**config.mk**
```make
export PLATFORM = sky130hd
export DESIGN_NAME = pirs_irq_ctrl
export DESIGN_NICKNAME = d
export VERILOG_FILES = /design/src/rtl/pirs_pkg.sv /design/src/rtl/pirs_flag_bank.sv /design/src/rtl/pirs_prio_enc.sv /design/src/rtl/pirs_irq_ctrl.sv
export SDC_FILE = /design/constraint.sdc
export NUM_CORES = 1
export LEC_CHECK = 0
export ABC_AREA = 1
export BUFFER_PORTS_ARGS = -buffer_cell sky130_fd_sc_hd__buf_2
export CAP_MARGIN = 10
export CORE_MARGIN = 4
export CORE_UTILIZATION = 40
export DETAILED_ROUTE_END_ITERATION = 12
export MAX_ROUTING_LAYER = met4
export PLACE_DENSITY = 0.64
export SLEW_MARGIN = 20
export SYNTH_ARGS = -nofsm -noshare
export SYNTH_HDL_FRONTEND = slang
export SYNTH_SLANG_ARGS = --single-unit
export TNS_END_PERCENT = 100
```
**constraint.sdc**
```tcl
create_clock -name pclk -period 2.6 [get_ports pclk]
set_input_delay 0.26 -clock pclk [delete_from_list [all_inputs] [get_ports pclk]]
set_output_delay 0.26 -clock pclk [all_outputs]
set_load 0.1 [all_outputs]
```
**src/rtl/pirs_pkg.sv**
```systemverilog
// package: constants, register map and carrier types of the interrupt and reset status block
package pirs_pkg;

  // ----------------------------------------------------------------
  // sources and vectors
  // ----------------------------------------------------------------
  localparam int NSRC = 15;
  localparam int IDX_W = 4;
  localparam int VEC_W = 12;
  typedef logic [VEC_W-1:0] pirs_vec_t;
  localparam pirs_vec_t VEC_RESET = 12'h000;
  // index 0 is the highest priority (level 1), index 14 the lowest (level 15)
  localparam pirs_vec_t VEC_TABLE [NSRC] = '{
    12'h003, 12'h006, 12'h009, 12'h00f, 12'h012, 12'h015, 12'h018, 12'h01b,
    12'h021, 12'h024, 12'h027, 12'h02a, 12'h030, 12'h033, 12'h036};
  localparam int SRC_WATCHDOG = 0;
  localparam int SRC_EXT_A = 1;
  localparam int SRC_FREE_CTR = 2;
  localparam int SRC_EXT_B = 3;
  localparam int SRC_TIME_BASE = 4;
  localparam int SRC_SERIAL_TX = 5;
  localparam int SRC_SERIAL_RX = 6;
  localparam int SRC_SERIAL_ERR = 7;
  localparam int SRC_TIMER_C = 8;
  localparam int SRC_SPI = 9;
  localparam int SRC_TIMER_D = 10;
  localparam int SRC_EXT_C = 11;
  localparam int SRC_CONVERTER = 12;
  localparam int SRC_TIMER_B = 13;
  localparam int SRC_EXT_D = 14;

  // ----------------------------------------------------------------
  // register map (byte offsets) and field layout
  // ----------------------------------------------------------------
  localparam logic [7:0] OFF_PENDING_A = 8'h00;
  localparam logic [7:0] OFF_PENDING_B = 8'h04;
  localparam logic [7:0] OFF_PENDING_C = 8'h08;
  localparam logic [7:0] OFF_MASK_A = 8'h0c;
  localparam logic [7:0] OFF_MASK_B = 8'h10;
  localparam logic [7:0] OFF_LAST_VEC = 8'h14;
  localparam int LOW_W = 8;
  localparam int HIGH_W = NSRC - LOW_W;
  localparam int STAT_T_BIT = 0;
  localparam int STAT_P_BIT = 1;
  localparam int STAT_GIE_BIT = 2;
  localparam int STAT_SLEEP_BIT = 3;
  localparam int STAT_IDLE_BIT = 4;

  // ----------------------------------------------------------------
  // reset values
  // ----------------------------------------------------------------
  localparam logic RST_T = 1'b1;
  localparam logic RST_P = 1'b1;
  localparam logic RST_GIE = 1'b0;
  localparam logic [NSRC-1:0] RST_MASK = 15'h0000;
  localparam logic [NSRC-1:0] RST_FLAGS = 15'h0000;

  // ----------------------------------------------------------------
  // carriers
  // ----------------------------------------------------------------
  typedef enum logic [1:0] {PWR_RUN, PWR_SLEEP, PWR_IDLE} pirs_pwr_t;

  typedef struct packed {
    logic global_irq_on_op;
    logic global_irq_off_op;
    logic return_from_irq_op;
    logic watchdog_clear_op;
    logic sleep_op;
    logic sleep_sel;
    logic fetch_slot;
    logic pin_reset;
    logic watchdog_reset;
    logic wake_pin;
  } pirs_core_in_t;

  typedef struct packed {
    logic vec_load;
    pirs_vec_t vec_addr;
    logic push_ret;
    logic core_halt;
    logic osc_stop;
    logic gie;
  } pirs_core_out_t;

endpackage : pirs_pkg

```
**src/rtl/pirs_flag_bank.sv**
```systemverilog
// pending flag bank: hardware set wins over software clear
`timescale 1ns/1ns
module pirs_flag_bank #(
  parameter int W = 15
) (
  input wire logic pclk, // clock
  input wire logic presetn, // async reset, low
  input wire logic sync_clr, // reset-pin or watchdog reset
  input wire logic [W-1:0] set_i, // request pulses
  input wire logic [W-1:0] clr_i, // software clear
  output logic [W-1:0] flags // latched flags
);
  typedef struct packed {
    logic [W-1:0] flags;
  } pirs_fb_state_t;

  pirs_fb_state_t st;
  pirs_fb_state_t next_st;

  always_comb begin
    next_st = st;
    // set wins so no request is lost in a clear cycle; enables play no part here
    if (sync_clr) begin
      next_st.flags = set_i;
    end else begin
      next_st.flags = (st.flags & ~clr_i) | set_i;
    end
  end

  always_ff @(posedge pclk or negedge presetn) begin
    if (!presetn) begin
      st <= '0;
    end else begin
      st <= next_st;
    end
  end

  assign flags = st.flags;
endmodule : pirs_flag_bank

```
**src/rtl/pirs_prio_enc.sv**
```systemverilog
// fixed-priority encoder: lowest index wins
`timescale 1ns/1ns
module pirs_prio_enc
  import pirs_pkg::*;
(
  input wire logic [NSRC-1:0] req, // enabled pending requests
  output logic any, // some request present
  output logic [IDX_W-1:0] idx // winning index
);
  always_comb begin
    any = 1'b0;
    idx = '0;
    for (int i = NSRC - 1; i >= 0; i--) begin
      if (req[i]) begin
        any = 1'b1;
        idx = IDX_W'(i);
      end
    end
  end
endmodule : pirs_prio_enc

```
**src/rtl/pirs_irq_ctrl.sv**
```systemverilog
// vectored interrupt controller with reset and wake-up status, APB register slave
`timescale 1ns/1ns
// Overview of operation
// fifteen levels; reset is level 0, vector 0000
// watchdog: global plus own enable, 0003
// first external: global plus enable, 0006
// free counter: global plus enable, 0009
// second external: global plus enable, 000F
// time base: global plus enable, 0012
// serial transmit: buffer empty flag, 0015
// serial receive: global plus enable, 0018
// serial receive error: gated, 001B
// timer c 0021, spi 0024, timer d 0027
// third external 002A, converter done 0030
// timer b 0033, fourth external 0036 lowest
// enable op sets, disable op clears global
// taken request redirects next fetch to vector
// software clears flag before leaving routine
// flags latch regardless of any enable
// return op pops address and sets global
// power-on sets both; pin reset keeps both
// watchdog reset clears expiry, keeps power-down
// watchdog clear op sets both bits
// sleep op sets expiry, clears power-down
// sleep stops oscillator; idle halts core only
// smallest priority number served first
// accept pushes return, clears global enable
module pirs_irq_ctrl
  import pirs_pkg::*;
(
  input wire logic pclk, // 20 MHz clock
  input wire logic presetn, // power-on reset, low
  input wire logic psel, // apb select
  input wire logic penable, // apb enable
  input wire logic pwrite, // apb direction
  input wire logic [7:0] paddr, // apb byte address
  input wire logic [31:0] pwdata, // apb write data
  output logic [31:0] prdata, // apb read data
  output logic pready, // apb ready
  output logic pslverr, // apb error, unmapped
  input wire logic [NSRC-1:0] src_req, // one-cycle source events
  input wire pirs_core_in_t core_in, // core operation strobes
  output pirs_core_out_t core_out // fetch redirect and power
);
  // ----------------------------------------------------------------
  // state
  // ----------------------------------------------------------------
  typedef struct packed {
    logic pready;
    logic [31:0] prdata;
    logic pslverr;
    logic [NSRC-1:0] mask;
    logic gie;
    logic stat_t;
    logic stat_p;
    pirs_pwr_t pwr;
    logic vec_load;
    pirs_vec_t vec_addr;
    logic push_ret;
    logic core_halt;
    logic osc_stop;
    pirs_vec_t last_vec;
  } pirs_state_t;

  pirs_state_t st;
  pirs_state_t next_st;

  logic [NSRC-1:0] flags;
  logic [NSRC-1:0] clr_vec;
  logic [NSRC-1:0] live;
  logic pend_any;
  logic [IDX_W-1:0] win_idx;
  logic reset_evt;
  logic take;
  logic wr_en;
  logic acc;
  logic [31:0] rd_word;
  logic rd_hit;

  assign reset_evt = core_in.pin_reset | core_in.watchdog_reset;
  assign live = flags & st.mask;
  assign acc = psel & penable;
  assign wr_en = acc & pwrite & st.pready;

  // ----------------------------------------------------------------
  // flags and priority
  // ----------------------------------------------------------------
  always_comb begin
    clr_vec = '0;
    // write one to clear; the service routine relies on it before returning
    if (wr_en && paddr == OFF_PENDING_A) begin
      clr_vec[LOW_W-1:0] = pwdata[LOW_W-1:0];
    end
    if (wr_en && paddr == OFF_PENDING_B) begin
      clr_vec[NSRC-1:LOW_W] = pwdata[HIGH_W-1:0];
    end
  end

  pirs_flag_bank #(.W(NSRC)) u_flags (
    .pclk(pclk),
    .presetn(presetn),
    .sync_clr(reset_evt),
    .set_i(src_req),
    .clr_i(clr_vec),
    .flags(flags)
  );

  pirs_prio_enc u_prio (
    .req(live),
    .any(pend_any),
    .idx(win_idx)
  );

  // requests are taken only at an instruction boundary while running
  assign take = core_in.fetch_slot & (st.pwr == PWR_RUN) & st.gie & pend_any & ~reset_evt;

  // ----------------------------------------------------------------
  // register read mux
  // ----------------------------------------------------------------
  always_comb begin
    rd_word = '0;
    rd_hit = 1'b1;
    case (paddr)
      OFF_PENDING_A: rd_word[LOW_W-1:0] = flags[LOW_W-1:0];
      OFF_PENDING_B: rd_word[HIGH_W-1:0] = flags[NSRC-1:LOW_W];
      OFF_PENDING_C: begin
        rd_word[STAT_T_BIT] = st.stat_t;
        rd_word[STAT_P_BIT] = st.stat_p;
        rd_word[STAT_GIE_BIT] = st.gie;
        rd_word[STAT_SLEEP_BIT] = (st.pwr == PWR_SLEEP);
        rd_word[STAT_IDLE_BIT] = (st.pwr == PWR_IDLE);
      end
      OFF_MASK_A: rd_word[LOW_W-1:0] = st.mask[LOW_W-1:0];
      OFF_MASK_B: rd_word[HIGH_W-1:0] = st.mask[NSRC-1:LOW_W];
      OFF_LAST_VEC: rd_word[VEC_W-1:0] = st.last_vec;
      default: rd_hit = 1'b0;
    endcase
  end

  // ----------------------------------------------------------------
  // next state
  // ----------------------------------------------------------------
  always_comb begin
    next_st = st;
    // one wait state: ready rises on the second access cycle
    next_st.pready = acc & ~st.pready;
    next_st.pslverr = acc & ~st.pready & ~rd_hit;
    if (acc && !st.pready && !pwrite) begin
      next_st.prdata = rd_word;
    end
    if (wr_en && paddr == OFF_MASK_A) begin
      next_st.mask[LOW_W-1:0] = pwdata[LOW_W-1:0];
    end
    if (wr_en && paddr == OFF_MASK_B) begin
      next_st.mask[NSRC-1:LOW_W] = pwdata[HIGH_W-1:0];
    end

    // global enable
    if (reset_evt || take) begin
      next_st.gie = 1'b0;
    end else if (core_in.global_irq_on_op || core_in.return_from_irq_op) begin
      next_st.gie = 1'b1;
    end else if (core_in.global_irq_off_op) begin
      next_st.gie = 1'b0;
    end

    // fetch redirect
    next_st.vec_load = take | reset_evt;
    next_st.push_ret = take;
    if (reset_evt) begin
      next_st.vec_addr = VEC_RESET;
      next_st.last_vec = VEC_RESET;
    end else if (take) begin
      next_st.vec_addr = VEC_TABLE[win_idx];
      next_st.last_vec = VEC_TABLE[win_idx];
    end

    // wake status bits
    if (core_in.watchdog_reset) begin
      next_st.stat_t = 1'b0;
    end else if (core_in.pin_reset) begin
      next_st.stat_t = st.stat_t;
    end else if (core_in.watchdog_clear_op) begin
      next_st.stat_t = 1'b1;
      next_st.stat_p = 1'b1;
    end else if (core_in.sleep_op && st.pwr == PWR_RUN) begin
      next_st.stat_t = 1'b1;
      next_st.stat_p = 1'b0;
    end

    // power state; a plain wake leaves the status bits alone
    if (reset_evt) begin
      next_st.pwr = PWR_RUN;
    end else begin
      case (st.pwr)
        PWR_RUN: begin
          if (core_in.sleep_op) begin
            next_st.pwr = core_in.sleep_sel ? PWR_SLEEP : PWR_IDLE;
          end
        end
        PWR_SLEEP: begin
          if (core_in.wake_pin) begin
            next_st.pwr = PWR_RUN;
          end
        end
        PWR_IDLE: begin
          // peripherals keep running, so any enabled flag wakes the core
          if (pend_any) begin
            next_st.pwr = PWR_RUN;
          end
        end
        default: next_st.pwr = PWR_RUN;
      endcase
    end

    // decoded ahead of the flop so both power outputs leave straight from registers
    next_st.core_halt = (next_st.pwr != PWR_RUN);
    next_st.osc_stop = (next_st.pwr == PWR_SLEEP);
  end

  always_ff @(posedge pclk or negedge presetn) begin
    if (!presetn) begin
      st <= '0;
      st.mask <= RST_MASK;
      st.gie <= RST_GIE;
      st.stat_t <= RST_T;
      st.stat_p <= RST_P;
      st.pwr <= PWR_RUN;
      st.vec_addr <= VEC_RESET;
      st.last_vec <= VEC_RESET;
    end else begin
      st <= next_st;
    end
  end

  assign prdata = st.prdata;
  assign pready = st.pready;
  assign pslverr = st.pslverr;
  assign core_out.vec_load = st.vec_load;
  assign core_out.vec_addr = st.vec_addr;
  assign core_out.push_ret = st.push_ret;
  assign core_out.core_halt = st.core_halt;
  assign core_out.osc_stop = st.osc_stop;
  assign core_out.gie = st.gie;
endmodule : pirs_irq_ctrl

```
==> results of run 1 <==
registers in the layout (all words and copies together), names as in the netlist:
name,count
pready,1
pslverr,1
st,25
core_out,5
u_flags.flags,15
prdata,8
cell usage after synthesis:
| master | number | area, um^2 |
|---|---|---|
| a21oi_1 | 9 | 45.0 |
| a21oi_4 | 1 | 16.3 |
| a221oi_1 | 8 | 70.1 |
| a22o_1 | 1 | 8.76 |
| a31oi_1 | 5 | 31.3 |
| a41oi_1 | 2 | 17.5 |
| buf_2 | 2 | 10.0 |
| buf_4 | 49 | 368 |
| clkbuf_1 | 2 | 7.51 |
| conb_1 | 1 | 3.75 |
| dfrtp_1 | 53 | 1330 |
| dfstp_2 | 2 | 52.6 |
| ha_1 | 5 | 62.6 |
| inv_1 | 31 | 116 |
| inv_2 | 14 | 52.6 |
| nand2_1 | 84 | 315 |
| nand2_2 | 11 | 68.8 |
| nand2_4 | 1 | 11.3 |
| nand3_1 | 11 | 55.1 |
| nand3_2 | 1 | 10.0 |
| nand3b_2 | 1 | 11.3 |
| nand4_1 | 1 | 6.26 |
| nor2_1 | 24 | 90.1 |
| nor2_2 | 4 | 25.0 |
| nor2_4 | 3 | 33.8 |
| nor2_8 | 1 | 20.0 |
| nor3_1 | 4 | 20.0 |
| nor3_2 | 1 | 10.0 |
| nor4_1 | 1 | 6.26 |
| o2111ai_1 | 1 | 8.76 |
| o211ai_2 | 1 | 12.5 |
| o21ai_0 | 21 | 105 |
| o21ai_1 | 16 | 80.1 |
| o21ai_2 | 5 | 43.8 |
| o21ai_4 | 1 | 16.3 |
| o21bai_1 | 15 | 113 |
| o221ai_1 | 1 | 8.76 |
| o221ai_2 | 1 | 15.0 |
| o31ai_1 | 1 | 7.51 |
| or2_2 | 1 | 6.26 |
| or2_4 | 1 | 8.76 |
how the worst max path moves through the flow:
| stage | from | to |
|---|---|---|
| after detailed placement | u_flags.flags[13] | st[2] |
| after floorplan | st[45] | st[1] |
| after global routing | st[46] | st[2] |
| after CTS | st[46] | st[2] |
| final | st[46] | st[2] |
| after global placement | u_flags.flags[13] | st[2] |
layer usage:
metal	up-vias	track usage, %	wire length (um)
met4	0	4.62	109
met2	95	25.5	3530
met5	-	-	0
met3	10	3.40	545
met1	1226	21.2	3400
li1	1326	-	-
cells in the final DEF (no fill, tap or decap), types with 2 or more instances in the layout:
cell / count
nand2_2: 11
a31oi_1: 5
o21ai_2: 5
a41oi_1: 2
o21ai_0: 21
o21ai_1: 16
conb_1: 30
dfstp_2: 2
inv_2: 14
nand3_1: 11
nor2_4: 3
bufinv_16: 2
o21bai_1: 15
buf_4: 2
clkbuf_8: 5
nor2_2: 4
dfrtp_1: 53
a221oi_1: 8
nor2_1: 24
ha_1: 5
a21oi_1: 9
nand2_1: 84
inv_1: 31
nor3_1: 4
buf_2: 66
power groups by stage:
stage                     clock, mW  combinational [mW]  sequential [mW]
after global routing          0.723               0.596            0.946
after floorplan                   0               0.526            0.956
after global placement            0               0.565            0.956
after CTS                     0.682               0.570            0.940
after detailed placement          0               0.568            0.957
final                         0.675               0.567            0.939
logic make-up (layout without fill, tap and decap cells):
logic type,Yosys count,after routing,share of synthesized area [%]
fa+ha+maj,5,5,1.90
buf+inv,98,122,16.8
flops,55,55,41.8
other cells,1,30,0.114
simple gates,150,150,21.2
compound gates,89,89,18.2
worst max-delay path, cell delays in order (launching register included):
cell	delay [ns]
dfrtp_1	0.40
nand2_2	0.09
inv_1	0.06
nand2_1	0.04
nand2_1	0.05
nand2_1	0.05
nand2_1	0.05
nand2_1	0.05
nand2_1	0.05
nand2_1	0.05
nand2_1	0.05
nand2_1	0.04
nand2_1	0.06
nand2_1	0.06
nand2_2	0.08
nand2_2	0.09
ha_1	0.32
o21ai_0	0.17
nand2_1	0.08
o21ai_2	0.05
nand2_1	0.07
nand2_1	0.05
through the flow:
step                      hold WS [ns]  area [um^2]
final                            0.133         3640
after global routing             0.121         3640
after CTS                        0.128         3640
after detailed placement         0.326         3490
after global placement           0.324         3490
after floorplan                -0.0356         3410
final cells by class:
type | count | area [um^2] | area share, %
timing repair buffer | 69 | 355 | 9.76
inverter | 45 | 169 | 4.64
tap | 102 | 128 | 3.51
multi-input combinational | 274 | 1470 | 40.5
clock buffer | 5 | 68.8 | 1.89
sequential | 55 | 1380 | 37.9
clock inverter | 3 | 67.6 | 1.86
==> results.md, run 1 <==
* Util after Layout at 46.1%
* Clock share of power at 30.9%
* Pleak at 1.88 nW
* Pwr dens at 599 mW/mm^2
* Ports at 121
* Total chip power at around 2.2 mW
* Reg power frac at a little over two fifths
* Least-Margin Pin Slew at between 0.6 and 0.7 ns
* Fin. Hold Viols at 0
* Vias/cell at 4.80
* DRC at 0
* Final #Nets at 525
* Placed insts at 544
* Pre-CTS WS at between 0.5 and 0.6 ns
* Required time of the critical path at 2.87 ns
* CP endpoint kind: flop
* GRT Total Usage at between 10% and 20%
* Final setup viols at 0
* Rel. slew slack at 56.2%
* Routability Congestion at 0.890
* CTS buffer count at 5
* Worst-Skew Late Latency at between 0.3 and 0.4 ns
* CP Class: flop to flop
* Switch share at a little under two fifths
* Mean post-synth cell area at 8.28 um^2
* Cell Int Power at 1.37 mW
* Dpl hpwl at 5930 um
* Setup crit start kind: flop
* Die boundary height at 98.8 um
* Hold path endpoint: u_flags.flags[10]
* Hold_buf cts at 1
* 1st-iter DRT viols at approximately 130
* Wirelength per Cell at 13.7 um
* Residual overflow from global routing at 0
* Sum of negative setup slack at 0 ns
* Worst R2R Path Depth at 21
* Ant diodes at 0
* VDD IR max at 0.271 mV
* Max-capacitance violation count at 0
* Antenna violations before repair at 0
* Fmax at 486 MHz
* Die Area at 0.00976 mm^2
* Synthesized flop and latch total at 55
* Core Rows at 32
* Htree depth at 2
* CTS root buf: clkbuf_8
* Skew final at 0.00976 ns
* Combinational power share at 26.0%
* Hold Crit Depth at 2
* Register area share after synthesis at about two fifths
* Longest Clk Path Bufs at 2
* FF-to-FF Start: st[46]
* Finished Layout Cells at 553
* Initial Util at 41.8%
* IO Port Bufs at 66
* Final WL at 7590 um
* Largest net degree at the start of global routing at 30
* Antenna viol nets, final at 0
* Core ar. at 0.00789 mm^2
* Status: completed
* Number of global-route vias before repair at 2,482
* Sw power at roughly 0.8 mW
* Synth Cell Area at 0.00330 mm^2
* PostCTS Resize Cnt at 0
* Post-CTS Setup Bufs at 0
* Worst min-delay path class: input pin to flop
* Final WS setup at about 0.54 ns
* Fin crit share at 79.2%
* Via count at about 2,700
* Ys Warns at 0
* R2R setup slack at 0.54 ns
* CP arrival at 2.33 ns
* Post-synthesis instance total at 398
* Cell variety after synth at 41
* Filler cells at 794
* Crit-path max FO at 4
* Width of the die at between 90 and 100 um
* First-pass GRT wire length at approximately 12,000 um
* Clock sink count at 55
* HP Start: src_req[10]
* Drt first pass iters at 4
* Tmin final at 2.06 ns
* Reg-to-Reg End: st[2]
* Unrepaired setup endpoints after global routing: false
* CTS tree: built
* Area Growth Syn to Fin at 10.4%
* Reg clk slew, reported paths at ~0.10 ns
* Final Slew Violations at 0
* Layout cells sized above 1 at 27.9%
(Power assumes the default switching activity.)
==> run 2: changes to the inputs <==
--- a/config.mk
+++ b/config.mk
@@ -12,7 +12,7 @@
 export CORE_UTILIZATION = 40
 export DETAILED_ROUTE_END_ITERATION = 12
 export MAX_ROUTING_LAYER = met4
-export PLACE_DENSITY = 0.64
+export PLACE_DENSITY = 0.66
 export SLEW_MARGIN = 20
 export SYNTH_ARGS = -nofsm -noshare
 export SYNTH_HDL_FRONTEND = slang
==> constraint.sdc (replaced) <==
create_clock -name pclk -period 1.88 [get_ports pclk]
set_input_delay 0.188 -clock pclk [delete_from_list [all_inputs] [get_ports pclk]]
set_output_delay 0.188 -clock pclk [all_outputs]
set_load 0.1 [all_outputs]
==> results.md, run 2 (synthesis results as in run 1) <==
* Status: complete, but fails checks
* Failing checks: negative setup slack
* Hold Crit Depth at 2 (unchanged)
* Vias/cell at 4.76 (-0.91%)
* Final #Nets at 553 (+5.3%)
* HP Start: src_req[4]
* Final Slew Violations at 0 (unchanged)
* Filler cells at 780 (-1.8%)
* First-pass GRT wire length at 12,500 um (+2.3%)
* Pre-CTS WS at -0.127 ns (-0.710 ns)
* Via count at 2,766 (+4.1%)
* Ports at 121 (unchanged)
* Worst min-delay path class: input pin to flop
* Unrepaired setup endpoints after global routing: true
* Drt first pass iters at 4 (unchanged)
* Setup crit start kind: flop
* Most frequent cell on the critical path: nand2_1
* Layout cells sized above 1 at 34.0% (+6.1 points)
* Core ar. at 0.00789 mm^2 (unchanged)
* Longest Clk Path Bufs at 2 (unchanged)
* Crit-path max FO at 4 (unchanged)
* Initial Util at 41.8% (unchanged)
* Pwr dens at 718 mW/mm^2 (+20%)
* Wirelength per Cell at 13.7 um (about the same)
* Cell Int Power at 1.65 mW (+20%)
* Slowest stage cell, crit path: dfrtp_1
* CTS tree: built
* Max Used Layer: met4
* Number of global-route vias before repair at 2,609 (+5.1%)
* Routed met3 length at 519 um (-4.8%)
* Required time of the critical path at 2.08 ns (-0.79 ns)
* Switch share at 40.4% (+3.4 points)
* Setup crit start: u_flags.flags[13]
* Max-capacitance violation count at 0 (unchanged)
* Tmin final at 1.93 ns (-0.124 ns)
* Htree depth at 2 (unchanged)
* Least-Margin Pin Slew at 0.523 ns (-0.133 ns)
* Antenna violations before repair at 0 (unchanged)
* Largest reg by FF count: st
* Crit path largest cell delay at 0.42 ns (+0.02 ns)
* Clock share of power at 23.8% (-7.1 points)
* Worst-Skew Late Latency at 0.32 ns (about the same)
* Skew final at 0.0157 ns (+0.00590 ns)
* CP endpoint kind: flop
* Reg clk slew, reported paths at 0.11 ns (about the same)
* CP arrival at 2.14 ns (-0.19 ns)
* Util after Layout at 48.8% (+2.7 points)
* Final setup viols at 4 (+4)
* FF-to-FF Start: u_flags.flags[13]
* Die Area at 0.00976 mm^2 (unchanged)
* Width of the die at 98.8 um (unchanged)
* Met2 WL at 3770 um (+6.9%)
* Clock sink count at 55 (unchanged)
* Worst R2R Path Depth at 14 (-33%)
* CP Cell Sequence: nand2_2 -> nand2_1 -> o21ai_2 -> a21oi_1 -> or2_4 -> a21oi_4 -> inv_2 -> ha_4 -> inv_2 -> o21ai_1 -> inv_1 -> nand2_1 -> nand2_1 -> nand2_1
* Final WL at 7970 um (+5.1%)
* Pleak at 1.99 nW (+6.2%)
* VDD IR max at 0.334 mV (+23%)
* Area Growth Syn to Fin at 16.8%
* Reg power frac at 46.9% (+3.8 points)
* Die boundary height at 98.8 um (unchanged)
* Core Rows at 32 (unchanged)
* CTS root buf: clkbuf_8
* Fin crit share at 103% (+24 points)
* Sw power at 1.12 mW (+38%)
* Hold slack at 0.0521 ns (-0.0806 ns)
* Rel. slew slack at 65.0% (+8.8 points)
* Commonest non-fill, non-tap cells in the layout: 84 x nand2_1, 66 x buf_2, 53 x dfrtp_1
* Dpl hpwl at 6140 um (+3.5%)
* DRC at 0 (unchanged)
* Largest register FFs at 25 (unchanged)
* Fmax at 517 MHz (+6.4%)
* M1 WL at 3590 um (+5.7%)
* Largest net degree at the start of global routing at 30 (unchanged)
* Ant diodes at 0 (unchanged)
* Combinational power share at 29.2% (+3.2 points)
* IO Port Bufs at 66 (unchanged)
* Residual overflow from global routing at 0 (unchanged)
* CP Class: flop to flop
* 1st-iter DRT viols at 138 (+8.7%)
* CTS buffer count at 5 (unchanged)
* Routability Congestion at 0.895 (+0.52%)
* GRT Total Usage at 16.4% (+0.19 points)
* Antenna viol nets, final at 0 (unchanged)
* Final WS setup at -0.0540 ns (-0.596 ns)
* Commonest non-fill, non-tap cell in the layout: nand2_1
* Fin. Hold Viols at 0 (unchanged)
run 2: cell count changes in the layout (fill, tap and decap cells not counted), moves of 2 or more:
| cell | previous run | this run |
|---|---|---|
| ha_4 | 0 | 2 |
| bufinv_16 | 2 | 0 |
| o21ai_0 | 21 | 17 |
| o21ai_1 | 16 | 19 |
| ha_2 | 0 | 2 |
| buf_4 | 2 | 30 |
| ha_1 | 5 | 1 |
| clkinv_2 | 0 | 2 |
| inv_1 | 31 | 29 |
run 2: layer usage:
layer / track usage, % / vias to the layer above
li1: - / 1389
met1: 22.2 / 1268
met2: 25.7 / 100
met3: 2.83 / 9
met4: 3.99 / 0
met5: - / -
run 2: what timing repair did:
action | 4_1_cts | 5_1_grt
pin swaps | 8 | 6
resized for setup | 16 | 0
hold buffers | 1 | 0
endpoints found under the hold margin | 53 | 0
buffers inserted | 4 | 1
setup endpoints to repair | 4 | 4
run 2: metrics by stage:
| stage | std cells | instance area (um^2) | setup TNS (ns) | total power [mW] |
|---|---|---|---|---|
| after floorplan | 427 | 3410 | 0 | 2.05 |
| after global placement | 567 | 3670 | -0.255 | 2.12 |
| after detailed placement | 567 | 3670 | -0.404 | 2.12 |
| after CTS | 580 | 3840 | -0.132 | 2.78 |
| after global routing | 581 | 3850 | -0.738 | 2.89 |
| final | 581 | 3850 | -0.138 | 2.77 |
run 2: final cells by class:
cell class / count / area, um^2 / area share, %
Inverter: 45 / 171 / 4.45
Timing Repair Buffer: 97 / 566 / 14.7
Clock buffer: 5 / 68.8 / 1.79
Clock inverter: 3 / 18.8 / 0.487
Tap cell: 102 / 128 / 3.31
Multi-Input combinational cell: 274 / 1520 / 39.5
Sequential cell: 55 / 1380 / 35.8
run 2: path summary, 6_finish.rpt:
path / to / slack [ns]
worst max-delay path: st[0] / -0.05
min in group asynchronous: u_flags.flags[14] / 0.40
worst min-delay path: u_flags.flags[4] / 0.05
worst min register to register: pready / 0.48
max in group asynchronous: core_out[3] / 1.17
worst max register to register: st[0] / -0.05
run 2: power groups by stage:
stage / clock network (mW) / registers (mW) / logic (mW)
2_1_floorplan: 0 / 1.32 / 0.727
3_3_place_gp: 0 / 1.32 / 0.797
3_5_place_dp: 0 / 1.32 / 0.800
4_1_cts: 0.676 / 1.30 / 0.810
5_1_grt: 0.732 / 1.31 / 0.849
6_report: 0.659 / 1.30 / 0.809
run 2: critical path, delay by kind of cell (launching register included):
family	cells	cell delay, ns
compound gates	4	0.46
fa+ha+maj	1	0.17
buf+inv	3	0.22
flops	1	0.42
simple gates	6	0.55
==> run 3: changes to the inputs <==
--- a/config.mk
+++ b/config.mk
@@ -12,7 +12,7 @@
 export CORE_UTILIZATION = 40
 export DETAILED_ROUTE_END_ITERATION = 12
 export MAX_ROUTING_LAYER = met4
-export PLACE_DENSITY = 0.66
+export PLACE_DENSITY = 0.64
 export SLEW_MARGIN = 20
 export SYNTH_ARGS = -nofsm -noshare
 export SYNTH_HDL_FRONTEND = slang
==> constraint.sdc (replaced) <==
create_clock -name pclk -period 2.5 [get_ports pclk]
set_input_delay 0.25 -clock pclk [delete_from_list [all_inputs] [get_ports pclk]]
set_output_delay 0.25 -clock pclk [all_outputs]
set_load 0.1 [all_outputs]
==> results.md, run 3 (synthesis results as in run 1) <==
* CTS buffer count at 5 (unchanged)
* Rel. slew slack at 60.6% (-4.4 points)
* VDD IR max at 0.261 mV (-22%)
* Clock sink count at 55 (unchanged)
* Final #Nets at 526 (-4.9%)
* Fin. Hold Viols at 0 (unchanged)
* Final Slew Violations at 0 (unchanged)
* Number of global-route vias before repair at 2,606 (-0.11%)
* Layout cells sized above 1 at 27.4% (-6.6 points)
* Unrepaired setup endpoints after global routing: false
* Htree depth at 2 (unchanged)
* Required time of the critical path at 2.75 ns (+0.67 ns)
* Status: completed
* CP Cell Sequence: nand2_2 -> inv_1 -> nand2_1 -> nand2_1 -> nand2_1 -> nand2_1 -> nand2_1 -> nand2_1 -> nand2_1 -> nand2_1 -> nand2_1 -> nand2_1 -> nand2_1 -> nand2_2 -> nand2_2 -> ha_1 -> o21ai_0 -> nand2_1 -> o21ai_2 -> nand2_1 -> nand2_1
* Met2 Usage GRT at 26.3% (+0.57 points)
* Die Area at 0.00976 mm^2 (unchanged)
* Largest reg by FF count: st
* Final non-filler cell area at 0.00359 mm^2 (-6.8%)
* Dpl hpwl at 6020 um (-1.9%)
* Reg clk slew, reported paths at 0.09 ns (-0.02 ns)
* Pwr dens at 567 mW/mm^2 (-21%)
* Skew final at 0.00815 ns (-0.00751 ns)
* Final WL at 7690 um (-3.6%)
* 1st-iter DRT viols at 95 (-31%)
* CP endpoint kind: flop
* Most frequent cell on the critical path: nand2_1
* Grt met3 use at 2.83% (unchanged)
* Finished Layout Cells at 554 (-4.6%)
* Ant diodes at 0 (unchanged)
* PostCTS Resize Cnt at 0 (-16)
* Placed cell area at 0.00350 mm^2 (-4.5%)
* Core Rows at 32 (unchanged)
* Residual overflow from global routing at 0 (unchanged)
* Crit-path max FO at 4 (unchanged)
* Ports at 121 (unchanged)
* Antenna violations before repair at 0 (unchanged)
* Core ar. at 0.00789 mm^2 (unchanged)
* Antenna viol nets, final at 0 (unchanged)
* Initial Util at 41.8% (unchanged)
* CP Class: flop to flop
* Worst min-delay path class: input pin to flop
* Wirelength per Cell at 13.9 um (+1.1%)
* Sum of negative setup slack at 0 ns (+0.138 ns)
* GRT Total Usage at 16.7% (+0.33 points)
* R2R setup slack at 0.36 ns (+0.42 ns)
* DRC at 0 (unchanged)
* Vias/cell at 4.84 (+1.6%)
* IO Port Bufs at 66 (unchanged)
* GR Util met1 at 22.3% (+0.060 points)
* Commonest non-fill, non-tap cell in the layout: nand2_1
* Crit path largest cell delay at 0.41 ns (about the same)
* Post-CTS Setup Bufs at 0 (-4)
* Width of the die at 98.8 um (unchanged)
* CTS root buf: clkbuf_8
* First-pass GRT wire length at 12,600 um (+1.2%)
* Via count at 2,679 (-3.1%)
* Routability Congestion at 0.898 (+0.30%)
* Largest net degree at the start of global routing at 28 (-6.7%)
* Worst-Skew Late Latency at 0.31 ns (about the same)
* Hold_buf cts at 1 (unchanged)
* Setup crit start kind: flop
* Final setup viols at 0 (-4)
* Least-Margin Pin Slew at 0.590 ns (+0.0665 ns)
* Largest register FFs at 25 (unchanged)
* Fin crit share at 85.4% (-17 points)
* Slowest stage cell, crit path: dfrtp_1
* Pleak at 1.86 nW (-6.8%)
* Longest Clk Path Bufs at 2 (unchanged)
* Tmin final at 2.14 ns (+0.202 ns)
* CTS tree: built
* Fmax at 468 MHz (-9.4%)
* Placed insts at 545 (-3.9%)
* Die boundary height at 98.8 um (unchanged)
* GR peak layer: met2
* CP arrival at 2.39 ns (+0.25 ns)
* Max-capacitance violation count at 0 (unchanged)
* Commonest non-fill, non-tap cells in the layout: 84 x nand2_1, 66 x buf_2, 53 x dfrtp_1
* Filler cells at 819 (+5.0%)
* Area Growth Syn to Fin at 8.92%
* Drt first pass iters at 5 (+1)
[run 3: cell type report]
type | count | area, um^2 | area share, %
tap | 102 | 128 | 3.55
multi-input combinational | 274 | 1470 | 41.0
inverter | 45 | 169 | 4.70
sequential | 55 | 1380 | 38.4
clock buffer | 8 | 80.1 | 2.23
timing repair buffer | 70 | 363 | 10.1
[run 3: layer usage]
metal,vias up,wire [um]
li1,1327,-
met1,1246,3470
met2,96,3600
met3,10,505
met4,0,108
met5,-,0
[run 3: where the power goes]
| part | switching [mW] | internal, mW |
|---|---|---|
| Combinational | 0.504 | 0.0894 |
| Sequential | 0.0348 | 0.941 |
| Clock | 0.268 | 0.200 |
| Total | 0.807 | 1.23 |
[run 3: final timing paths]
path | cells after the start | start | to
worst min register to register | 1 | pready | pready
worst min-delay path | 2 | src_req[3] | u_flags.flags[3]
max in group asynchronous | 3 | presetn | u_flags.flags[2]
worst max-delay path | 21 | u_flags.flags[13] | st[2]
min in group asynchronous | 2 | presetn | u_flags.flags[14]
worst max register to register | 21 | u_flags.flags[13] | st[2]
[run 3: worst max-delay path: cells and delay by family, from the launching register on]
family / cells / cell delay [ns]
AO/OA/AOI/OAI: 2 / 0.26
buffers and inverters: 1 / 0.06
adder cells (fa/ha/maj): 1 / 0.32
flip-flops: 1 / 0.41
AND/OR/NAND/NOR: 17 / 1.05
[run 3: per-stage QoR]
stage	worst slack (ns)	hold slack [ns]	utilization, %	total power, mW
4_1_cts	0.370	0.126	45.5	2.06
6_report	0.364	0.136	45.5	2.04
3_3_place_gp	0.497	0.150	44.4	1.58
2_1_floorplan	0.674	-0.0456	-	1.54
3_5_place_dp	0.419	0.154	44.4	1.59
5_1_grt	0.132	0.130	45.5	2.13
